$ cat src/pkg/load_packer_pkg.sv
// Purpose: shared constants and carrier types for the octal character load packer
// Assumes: AXI4-Lite register access with 32-bit data, byte addresses
// Notes:   pin levels are given as logic values, 1 meaning the line is at ground
package load_packer_pkg;

    localparam int unsigned        AXI_ADDR_W   = 8;
    localparam int unsigned        PC_W         = 12;
    localparam int unsigned        WORD_W       = 12;
    localparam int unsigned        CHAR_W       = 3;
    localparam int unsigned        CHARS_PER_WD = 4;

    // register byte offsets
    localparam logic [7:0]         CTRL_OFFSET  = 8'h00;
    localparam logic [7:0]         PC_OFFSET    = 8'h04;
    localparam logic [7:0]         STAT_OFFSET  = 8'h08;
    localparam logic [7:0]         ACC_OFFSET   = 8'h0C;

    // control register fields
    localparam int unsigned        CTRL_LOAD_BIT  = 0;
    localparam int unsigned        CTRL_START_BIT = 1;
    localparam int unsigned        CTRL_STOP_BIT  = 2;
    // status register fields
    localparam int unsigned        STAT_ACTIVE_BIT = 0;
    localparam int unsigned        STAT_CNT_LSB    = 4;

    // reset values and last character count
    localparam logic [PC_W-1:0]    PC_RESET     = 12'h000;
    localparam logic [WORD_W-1:0]  ACC_RESET    = 12'h000;
    localparam logic [1:0]         CNT_RESET    = 2'h0;
    localparam logic [1:0]         LAST_CHAR    = 2'h3;

    localparam logic [1:0]         RESP_OKAY    = 2'h0;
    localparam logic [1:0]         RESP_SLVERR  = 2'h2;

    // shortest strobe period the sender is allowed to use
    localparam real                STROBE_MIN_PERIOD_US = 10.0;

    // octal character bus as seen after synchronisation
    typedef struct packed {
        logic                strobe;
        logic                stop;
        logic                zero_marker;
        logic                delete_char;
        logic [CHAR_W-1:0]   data;
    } char_bus_type;

    // memory write port carrying the packed word
    typedef struct packed {
        logic                en;
        logic [PC_W-1:0]     addr;
        logic [WORD_W-1:0]   data;
    } mem_write_type;

endpackage

$ cat src/hw/octal_character_load_packer.sv
// Purpose: hardware load path packing octal characters from the I/O bus into 12-bit memory words
// Assumes: aclk 100 MHz; character pins asynchronous to aclk; strobe period at least 10 us
// Notes:   registers over AXI4-Lite; memory written through a registered write port
`timescale 1ns/100ps

module octal_character_load_packer #(
    parameter int unsigned ADDR_W = load_packer_pkg::AXI_ADDR_W
) (
    input  wire logic                           aclk,
    input  wire logic                           aresetn,
    input  wire logic                           clk_en,
    // AXI4-Lite slave
    input  wire logic [ADDR_W-1:0]              s_axi_awaddr,
    input  wire logic                           s_axi_awvalid,
    output logic                                s_axi_awready,
    input  wire logic [31:0]                    s_axi_wdata,
    input  wire logic [3:0]                     s_axi_wstrb,
    input  wire logic                           s_axi_wvalid,
    output logic                                s_axi_wready,
    output logic [1:0]                          s_axi_bresp,
    output logic                                s_axi_bvalid,
    input  wire logic                           s_axi_bready,
    input  wire logic [ADDR_W-1:0]              s_axi_araddr,
    input  wire logic                           s_axi_arvalid,
    output logic                                s_axi_arready,
    output logic [31:0]                         s_axi_rdata,
    output logic [1:0]                          s_axi_rresp,
    output logic                                s_axi_rvalid,
    input  wire logic                           s_axi_rready,
    // load mode pins, 1 = line at ground
    input  wire logic                           char_bit_low,
    input  wire logic                           char_bit_mid,
    input  wire logic                           char_bit_high,
    input  wire logic                           delete_char_in,
    input  wire logic                           zero_marker_in,
    input  wire logic                           stop_command_in,
    input  wire logic                           char_strobe_in,
    input  wire logic                           unused_bus_bit6,
    input  wire logic                           unused_bus_bit8,
    input  wire logic                           unused_bus_bit10,
    input  wire logic                           unused_bus_bit11,
    input  wire logic                           unused_bus_bit12,
    output logic                                load_active_out,
    // memory write port
    output load_packer_pkg::mem_write_type      mem_write
);

    typedef struct packed {
        load_packer_pkg::char_bus_type          sync1;
        load_packer_pkg::char_bus_type          sync2;
        logic                                   strobe_prev;
        logic                                   active;
        logic                                   load_sw;
        logic [load_packer_pkg::WORD_W-1:0]     acc;
        logic [1:0]                             cnt;
        logic [load_packer_pkg::PC_W-1:0]       pc;
        load_packer_pkg::mem_write_type         mem;
        logic                                   aw_held;
        logic [ADDR_W-1:0]                      aw_addr;
        logic                                   w_held;
        logic [31:0]                            w_data;
        logic [3:0]                             w_strb;
        logic                                   awready;
        logic                                   wready;
        logic                                   bvalid;
        logic [1:0]                             bresp;
        logic                                   arready;
        logic                                   rvalid;
        logic [31:0]                            rdata;
        logic [1:0]                             rresp;
    } state_type;

    state_type                                  state;
    state_type                                  next_state;
    load_packer_pkg::char_bus_type              pins;
    logic                                       strobe_rise;
    logic                                       char_valid;
    logic [31:0]                                wmask;
    logic [31:0]                                wval;
    logic [7:0]                                 waddr;
    logic [7:0]                                 raddr;

    // bit weights of the octal character
    assign pins.data        = {char_bit_high, char_bit_mid, char_bit_low};
    assign pins.delete_char = delete_char_in;
    assign pins.zero_marker = zero_marker_in;
    assign pins.stop        = stop_command_in;
    assign pins.strobe      = char_strobe_in;

    // strobe going passive to ground (0 to 1), synchronised copy only
    assign strobe_rise = !state.strobe_prev && state.sync2.strobe;
    // blank, leader and deleted characters are not data
    assign char_valid  = !state.sync2.delete_char &&
                         ((state.sync2.data != 3'h0) || state.sync2.zero_marker);

    always_comb begin
        next_state         = state;
        wmask              = {{8{state.w_strb[3]}}, {8{state.w_strb[2]}},
                              {8{state.w_strb[1]}}, {8{state.w_strb[0]}}};
        wval               = state.w_data & wmask;
        waddr              = 8'(state.aw_addr);
        raddr              = 8'(s_axi_araddr);

        // pins cross into aclk through two flops
        next_state.sync1       = pins;
        next_state.sync2       = state.sync1;
        next_state.strobe_prev = state.sync2.strobe;
        next_state.mem.en      = 1'b0;

        // stop acts on its level alone, other bits ignored
        if (state.active && state.sync2.stop) begin
            next_state.active = 1'b0;
        // only accepted characters touch memory, all writes inbound
        end else if (state.active && strobe_rise && char_valid) begin
            // shift old digits down, new one enters at the top
            if (state.cnt == load_packer_pkg::CNT_RESET) begin
                next_state.acc = {state.sync2.data, 9'h000};
            end else begin
                next_state.acc = {state.sync2.data, state.acc[load_packer_pkg::WORD_W-1:load_packer_pkg::CHAR_W]};
            end
            // store the partial word at the current address
            next_state.mem.en   = 1'b1;
            next_state.mem.addr = state.pc;
            next_state.mem.data = next_state.acc;
            // step address after the fourth character
            if (state.cnt == load_packer_pkg::LAST_CHAR) begin
                next_state.cnt = load_packer_pkg::CNT_RESET;
                next_state.pc  = state.pc + 12'h001;
            end else begin
                next_state.cnt = state.cnt + 2'h1;
            end
        end

        // write channel: address and data may come in either order
        if (s_axi_awvalid && state.awready) begin
            next_state.aw_held = 1'b1;
            next_state.aw_addr = s_axi_awaddr;
        end
        if (s_axi_wvalid && state.wready) begin
            next_state.w_held = 1'b1;
            next_state.w_data = s_axi_wdata;
            next_state.w_strb = s_axi_wstrb;
        end
        if (state.bvalid && s_axi_bready) begin
            next_state.bvalid = 1'b0;
        end
        if (state.aw_held && state.w_held && !state.bvalid) begin
            next_state.aw_held = 1'b0;
            next_state.w_held  = 1'b0;
            next_state.bvalid  = 1'b1;
            next_state.bresp   = load_packer_pkg::RESP_OKAY;
            unique case (waddr)
                load_packer_pkg::CTRL_OFFSET: begin
                    if (state.w_strb[0]) begin
                        next_state.load_sw = state.w_data[load_packer_pkg::CTRL_LOAD_BIT];
                        // load and start together begin at the held address
                        if (state.w_data[load_packer_pkg::CTRL_LOAD_BIT] &&
                            state.w_data[load_packer_pkg::CTRL_START_BIT] && !state.active) begin
                            next_state.active = 1'b1;
                            next_state.cnt    = load_packer_pkg::CNT_RESET;
                        end
                        if (state.w_data[load_packer_pkg::CTRL_STOP_BIT]) begin
                            next_state.active = 1'b0;
                        end
                    end
                end
                load_packer_pkg::PC_OFFSET: begin
                    // address is owned by the loader while it runs
                    if (!state.active) begin
                        next_state.pc = (state.pc & ~wmask[load_packer_pkg::PC_W-1:0]) |
                                        wval[load_packer_pkg::PC_W-1:0];
                    end
                end
                load_packer_pkg::STAT_OFFSET,
                load_packer_pkg::ACC_OFFSET: begin
                end
                default: begin
                    next_state.bresp = load_packer_pkg::RESP_SLVERR;
                end
            endcase
        end
        next_state.awready = !next_state.aw_held && !next_state.bvalid;
        next_state.wready  = !next_state.w_held && !next_state.bvalid;

        // read channel
        if (state.rvalid && s_axi_rready) begin
            next_state.rvalid = 1'b0;
        end
        if (s_axi_arvalid && state.arready) begin
            next_state.rvalid = 1'b1;
            next_state.rresp  = load_packer_pkg::RESP_OKAY;
            next_state.rdata  = 32'h0000_0000;
            unique case (raddr)
                load_packer_pkg::CTRL_OFFSET: begin
                    next_state.rdata[load_packer_pkg::CTRL_LOAD_BIT] = state.load_sw;
                end
                load_packer_pkg::PC_OFFSET: begin
                    next_state.rdata[load_packer_pkg::PC_W-1:0] = state.pc;
                end
                load_packer_pkg::STAT_OFFSET: begin
                    next_state.rdata[load_packer_pkg::STAT_ACTIVE_BIT] = state.active;
                    next_state.rdata[load_packer_pkg::STAT_CNT_LSB +: 2] = state.cnt;
                end
                load_packer_pkg::ACC_OFFSET: begin
                    next_state.rdata[load_packer_pkg::WORD_W-1:0] = state.acc;
                end
                default: begin
                    next_state.rresp = load_packer_pkg::RESP_SLVERR;
                end
            endcase
        end
        next_state.arready = !next_state.rvalid;
    end

    always_ff @(posedge aclk) begin
        if (!aresetn) begin
            state          <= '0;
            state.pc       <= load_packer_pkg::PC_RESET;
            state.acc      <= load_packer_pkg::ACC_RESET;
            state.cnt      <= load_packer_pkg::CNT_RESET;
        end else if (clk_en) begin
            state          <= next_state;
        end
    end

    // reader is commanded by this level
    assign load_active_out = state.active;
    assign mem_write       = state.mem;
    assign s_axi_awready   = state.awready;
    assign s_axi_wready    = state.wready;
    assign s_axi_bvalid    = state.bvalid;
    assign s_axi_bresp     = state.bresp;
    assign s_axi_arready   = state.arready;
    assign s_axi_rvalid    = state.rvalid;
    assign s_axi_rdata     = state.rdata;
    assign s_axi_rresp     = state.rresp;

    // bits six, eight, ten, eleven, twelve feed nothing; stop path likewise skips data

endmodule // octal_character_load_packer

$ cat config.mk
export PLATFORM = sky130hd
export DESIGN_NAME = octal_character_load_packer
export DESIGN_NICKNAME = d
export VERILOG_FILES = /design/src/pkg/load_packer_pkg.sv /design/src/hw/octal_character_load_packer.sv
export SDC_FILE = /design/constraint.sdc
export NUM_CORES = 1
export LEC_CHECK = 0
export BUFFER_PORTS_ARGS = -buffer_cell sky130_fd_sc_hd__buf_2
export CAP_MARGIN = 20
export CORE_MARGIN = 1.5
export CORE_UTILIZATION = 45
export CTS_CLUSTER_DIAMETER = 100
export DETAILED_ROUTE_END_ITERATION = 10
export MAX_ROUTING_LAYER = met4
export PLACE_DENSITY_LB_ADDON = 0.12
export SYNTH_ARGS = -nofsm -noshare
export SYNTH_HDL_FRONTEND = slang
export SYNTH_SLANG_ARGS = --single-unit
$ cat constraint.sdc
create_clock -name aclk -period 1.8 [get_ports aclk]
set_input_delay 0.36 -clock aclk [delete_from_list [all_inputs] [get_ports aclk]]
set_output_delay 0.36 -clock aclk [all_outputs]
set_load 0.03 [all_outputs]
; ---- Yosys cells after proc, flatten, opt, wreduce, memory -nomap -nowiden
; Cells that the tools add are included.
[totals]
ff_bits = 123
word_cells = 113
[classes]
n_addsub = 2
n_eq_ne = 7
mux = 31
bitwise_logic = 5
n_reduce_logical = 37
[ops]
columns = operator, n
row1 = $mux 39, 2
row2 = $mux 37, 1
row3 = $mux 12, 3
row4 = $mux 35, 1
row5 = $eq 8x4->1 const B, 4
row6 = $and 12x12->12, 2
row7 = $mux 2, 9
row8 = $mux 9, 2
row9 = $eq 8x3->1 const B, 2
row10 = $logic_and 1x1->1, 16
row11 = $logic_not 8->1, 2
row12 = $mux 14, 1
row13 = $add 12x1->12 const B, 1
row14 = $not 12->12, 1
row15 = $or 12x12->12, 1
row16 = $pmux 6 s2, 1
row17 = $logic_not 1->1, 8
row18 = $reduce_and 2->1, 4
row19 = $reduce_or 4->1, 2
row20 = $mux 1, 7
row21 = $pmux 2 s3, 1
row22 = $pmux 3 s2, 1
row23 = $pmux 1 s4, 1
row24 = $reduce_and 4->1, 1
row25 = 8 further kinds, 8

; ---- Depth between registers and ports, before layout
; Gate-level depths: netlist (run 1).
[logic_depth]
ltp_word = 10
depth_mapped = 7
ltp_nobuf = 6

; ---- Worst setup path after synthesis (run 1)
; Ideal clock, no wire load.
[synth_timing]
kind = flip-flop to flip-flop
from = register state (netlist bit load_active_out)
to = register with a tool-made name
setup_time_ns = 0.133
arrival_ns = 1.587
required_time_ns = 1.667
slack_ns = 0.080
path_stages_with_launch = 7
n_path_buf = 1
period_less_slack_ns = 1.720
path_cell_list = dfxtp_1 nor4bb_2 and4_1 buf_2 nand3_1 o21ai_1 a211oi_2
[synth_rtl]
columns = item, line
row1 = from (decl), octal_character_load_packer.sv:73  ; state_type state;
row2 = from (signal assigned), octal_character_load_packer.sv:222  ; state <= next_state;

==> results.cfg, run 1 <==
[worst_setup_path]
cp_max_fo = 11
cp-start-kind = flop
cp_cell_sequence = or4_4, and3_4, a22o_1, a21oi_2, a211oi_2
cp_data_arrival_time_ns = 1.98
cp-end-kind = flop
cp_num_buf_inv = 0
criticalPathCategory = flop to flop
cp_data_required_time_ns = 2.05
worst_path_max_delay_cell = or4_4
max_stage_delay_ns = 0.59
crit_family = simple AND/OR/NAND/NOR gates

[grt]
overflow = 0
met3_usage_pct = 3.74
grtUsageMet2_pct = 33.8
busiest_layer = met2
antenna_found_initial = 0
grt_start_max_net_pins = 60
grt_pass1_wl_mm = 18.1
track_usage_pct = 21.0
grt_pass1_vias = 3678
use_met1_pct = 26.9

[floorplanning]
initial_core_util_pct = 45.9
placementRows = 37
design.portCount = 139
core_area_mm2 = 0.0102
die_x_um = 105
die_height_um = 105
fp.dieArea_mm2 = 0.0111

[yosys]
synth.distinct_cells = 56
synth.most_common_cell = dfxtp_1
synthCells = 559
synth.top_cell.area_share_pct = 42.2
synth_edf_count = 0
ys_ff_latch = 99
async_flop_share_pct = 0
synth.avg_cell_area_um2 = 8.40
synthTopCellsByArea = dfxtp_1, buf_4, a21oi_1, nand2_1, mux2i_1
netlist_area_mm2 = 0.00469
synth.top_cells.by_count = dfxtp_1, nand2_1, buf_4
synth_seq_area_share_pct = 42.2
yosysTopAreaCell = dfxtp_1
dominantRegCellSynth = dfxtp_1
yosysWarnings = 0

[sta]
tightest_slew_ns = 0.523
finClkSkew_ns = 0.00921
slew-limit-headroom_pct = 65.0
fmax_mhz = 579
finalSetupViolCount = 0
fin_ws_ns = 0.0718
timing.hold.ws_ns = 0.220
rsz0062_at_grt = true
finalMaxSlewViolations = 0
fin_crit_sh_pct = 96.0
finalHoldViolations = 0
fin_crit_ns = 1.73
fin_setup_tns_ns = 0

[job]
cap_violations = 0

[routing]
route.detailed.drc = 0
post_drt_wl_per_cell_um = 14.7
vias_per_cell = 5.23
firstDrtPassIters = 4
vias = 3977
wirelength_mm = 11.2
drtAntennaViolNets = 0
drt-initial-drc-count = 226

[clock_network]
clock_tree.buffer_depth = 2
insertion_delay_ns = 0.36
cts_root_buffer = clkbuf_8
clkTransAtPathRegs_ns = 0.10
cts_buffers = 9
cts_sinks = 99
cts_tree = done
cts-htree-levels = 3
cts-hold-fix-buffers = 0

[placed_design]
dp_hpwl_mm = 8.18
dpl_cell_area_mm2 = 0.00506
pre_cts_ws_ns = -0.121
port_buffers = 89
gp_congestion = 0.832

[finish]
num_antenna_cells = 0
syn_to_final_growth_pct = 12.4
ff_latch_area_mm2 = 0.00198
design_area_mm2 = 0.00528
final_nets = 696
fillers = 1007
utilization_pct = 51.6
multi_input_area_mm2 = 0.00216
drive_above_1_share_pct = 24.8

[run_status]
status = finished, final reports clean

[power]
ir_drop_mv = 0.378
power_density_mw_per_mm2 = 768
p_leak_nw = 2.17

[worst_hold_path]
hold_path_class = input port to flop
cell usage in the layout, fill, tap and decap left out, types with 10 or more instances in the layout:
cell type  count
a221oi_1      10
buf_4         35
buf_2         89
conb_1        22
nor2_1        54
nand3_1       27
nand2_1       77
nor3_1        13
mux2i_1       22
dfxtp_1       99
a21oi_1       62
through the flow:
step	power [W]	cells
after floorplan	0.00261	580
final	0.00405	761
after CTS	0.00408	759
after detailed placement	0.00270	744
after global routing	0.00421	761
after global placement	0.00269	744
cell type report:
| class | count | area share, % |
|---|---|---|
| Multi-Input combinational cell | 377 | 41.0 |
| Sequential cell | 99 | 37.6 |
| Timing Repair Buffer | 126 | 14.2 |
| Tap cell | 136 | 3.22 |
| Clock buffer | 11 | 2.49 |
| Clock inverter | 4 | 0.996 |
| Inverter | 8 | 0.569 |
worst paths after layout:
kind,cells after the start,slack [ns],from,to
setup / recovery,5,0.07,state[141],flop
hold / removal,3,0.22,s_axi_wdata[9],state[54]
setup reg to reg,5,0.07,state[141],flop
hold reg to reg,2,0.46,mem_write[12],mem_write[12]
routing by layer:
metal / share of wire [%] / vias up
li1: - / 1999
met1: 47 / 1847
met2: 46 / 115
met3: 4.5 / 16
met4: 1.7 / 0
met5: 0 / -
logic make-up (layout without fill, tap and decap cells):
kind of cell	Yosys count	count (layout)	synth area share [%]
buffers and inverters	104	149	13.8
adders and majority gates	3	3	0.800
muxes	23	23	5.17
other	1	22	0.0799
and+or+nand+nor	209	209	21.6
DFF	99	99	42.2
AOI/OAI and AO/OA	120	120	16.3
power breakdown:
group	switching, W	total (W)	internal [W]
Combinational	0.000254	0.000385	0.000131
Sequential	0.0000319	0.00226	0.00223
Clock	0.000765	0.00140	0.000637
Total	0.00105	0.00405	0.00300
what timing repair did:
action,in CTS,in global routing
cloned,0,0
setup endpoints to repair,1,11
resized for setup,1,3
setup buffers,0,2
worst reg2reg max path, cell delays in order, from the launching register on:
cell      delay, ns
dfxtp_1        0.34
or4_4          0.59
and3_4         0.25
a22o_1         0.25
a21oi_2        0.14
a211oi_2       0.05
No activity file was read; power rests on OpenSTA's default activity.
==> run 2: changes to the inputs <==
--- a/config.mk
+++ b/config.mk
@@ -12,7 +12,7 @@
 export CTS_CLUSTER_DIAMETER = 100
 export DETAILED_ROUTE_END_ITERATION = 10
 export MAX_ROUTING_LAYER = met4
-export PLACE_DENSITY_LB_ADDON = 0.12
+export PLACE_DENSITY = 0.74
 export SYNTH_ARGS = -nofsm -noshare
 export SYNTH_HDL_FRONTEND = slang
 export SYNTH_SLANG_ARGS = --single-unit
==> constraint.sdc (replaced) <==
create_clock -name aclk -period 1.8 [get_ports aclk]
set_input_delay 0.09 -clock aclk [delete_from_list [all_inputs] [get_ports aclk]]
set_output_delay 0.09 -clock aclk [all_outputs]
set_load 0.03 [all_outputs]
==> results.cfg, run 2 (synthesis results as in run 1) <==
[run_status]
status = finished, final reports clean

[floorplanning]
initial_core_util_pct = 45.9
core_area_mm2 = 0.0102
fp.dieArea_mm2 = 0.0111
design.portCount = 139
die_height_um = 105
die_x_um = 105
placementRows = 37

[placed_design]
gp_congestion = 0.950
dp_hpwl_mm = 8.12
pre_cts_ws_ns = 0.0490
port_buffers = 89
dpl.cell_count = 733
dpl_cell_area_mm2 = 0.00496

[worst_setup_path]
worst_path_max_delay_cell = nor4b_4
cp-start-kind = flop
crit_family = simple AND/OR/NAND/NOR gates
cp_max_fo = 5
cp_cell_sequence = nor4b_4, nand4_1, o32ai_2, a21oi_1, a211oi_1
max_stage_delay_ns = 0.41
cp_data_required_time_ns = 2.08
cp.depth = 5
cp_data_arrival_time_ns = 2.03
cp_num_buf_inv = 0
reg2reg_depth = 5
criticalPathCategory = flop to flop
cp-end-kind = flop

[clock_network]
cts-htree-levels = 3
cts_root_buffer = clkbuf_8
clkTransAtPathRegs_ns = 0.10
cts_sinks = 99
cts_tree = done
cts_buffers = 9
insertion_delay_ns = 0.37
clock_tree.buffer_depth = 2

[grt]
grt_start_max_net_pins = 42
grt_pass1_vias = 3863
antenna_found_initial = 0
overflow = 0
grt_pass1_wl_mm = 18.7
track_usage_pct = 21.5

[finish]
ff_latch_area_mm2 = 0.00198
fin_cells = 780
layout_common_cells = dfxtp_1, buf_2, nand2_1, a21oi_1, nor2_1
final_common_cell = dfxtp_1
final_nets = 714
design_area_mm2 = 0.00551
fillers = 958
num_antenna_cells = 0
utilization_pct = 53.9
multi_input_area_mm2 = 0.00219
drive_above_1_share_pct = 23.4
syn_to_final_growth_pct = 17.4

[job]
cap_violations = 0

[routing]
firstDrtPassIters = 5
wirelength_mm = 11.4
vias = 4179
post_drt_wl_per_cell_um = 14.6
drtAntennaViolNets = 0
route.detailed.drc = 0
drt-initial-drc-count = 308
vias_per_cell = 5.36

[power]
power_density_mw_per_mm2 = 742
ir_drop_mv = 0.480
p_leak_nw = 2.25

[sta]
finClkSkew_ns = 0.0130
fin_ws_ns = 0.0571
fin_crit_ns = 1.74
finalMaxSlewViolations = 0
fmax_mhz = 574
finalHoldViolations = 0
fin_setup_tns_ns = 0
finalSetupViolCount = 0
fin_crit_sh_pct = 96.8

[worst_hold_path]
whs_path_depth = 4
hold_path_class = input port to flop
[run 2: cell count changes in the layout (fill, tap and decap cells not counted), sizes merged]
cell,previous run,this run
buf,126,115
clkbuf,11,10
clkinv,1,4
inv,7,8
dlygate4sd3,0,29
clkinvlp,3,1
[run 2: routing by layer]
layer	vias to the layer above	track usage (%)	wire length (um)
met5	-	-	0
met4	0	6.65	233
met3	19	4.18	738
met2	177	34.5	5390
met1	1949	27.5	5020
li1	2034	-	-
[run 2: timing repair]
| item | CTS | global route |
|---|---|---|
| hold buffers | 29 | 0 |
| setup buffers | 0 | 2 |
| hold endpoints to repair | 29 | 0 |
| resized for setup | 0 | 13 |
| setup endpoints to repair | 0 | 12 |
[run 2: path summary, 6_finish.rpt]
check | from | end | slack, ns
worst max-delay path | state[144] | flop | 0.06
worst min-delay path | s_axi_bready | s_axi_bvalid | 0.02
worst max register to register | state[144] | flop | 0.06
worst min register to register | state[53] | state[53] | 0.46
[run 2: worst register-to-register path: stages, from the launching register on]
cell and delay [ns]:
dfxtp_2 0.34, nor4b_4 0.41, nand4_1 0.30, o32ai_2 0.33, a21oi_1 0.10, a211oi_1 0.18
[run 2: layout make-up]
type	instances	area share, %
clock buffers	10	2.32
clock inverters	6	1.18
inverters	8	0.545
multi-input cells	377	39.8
flip-flops and latches	99	36.0
well taps	136	3.09
repair buffers	144	17.1
[run 2: report_power, final]
group / internal, W / switching (W)
registers: 0.00223 / 0.0000341
clock network: 0.000646 / 0.000752
logic: 0.000163 / 0.000261
[run 2: per-stage QoR]
stage	power, W	hold slack [ns]
global placement	0.00267	0.328
detailed placement	0.00268	0.336
global route	0.00426	0.0385
floorplan	0.00261	0.226
CTS	0.00411	0.00722
finish	0.00409	0.0205
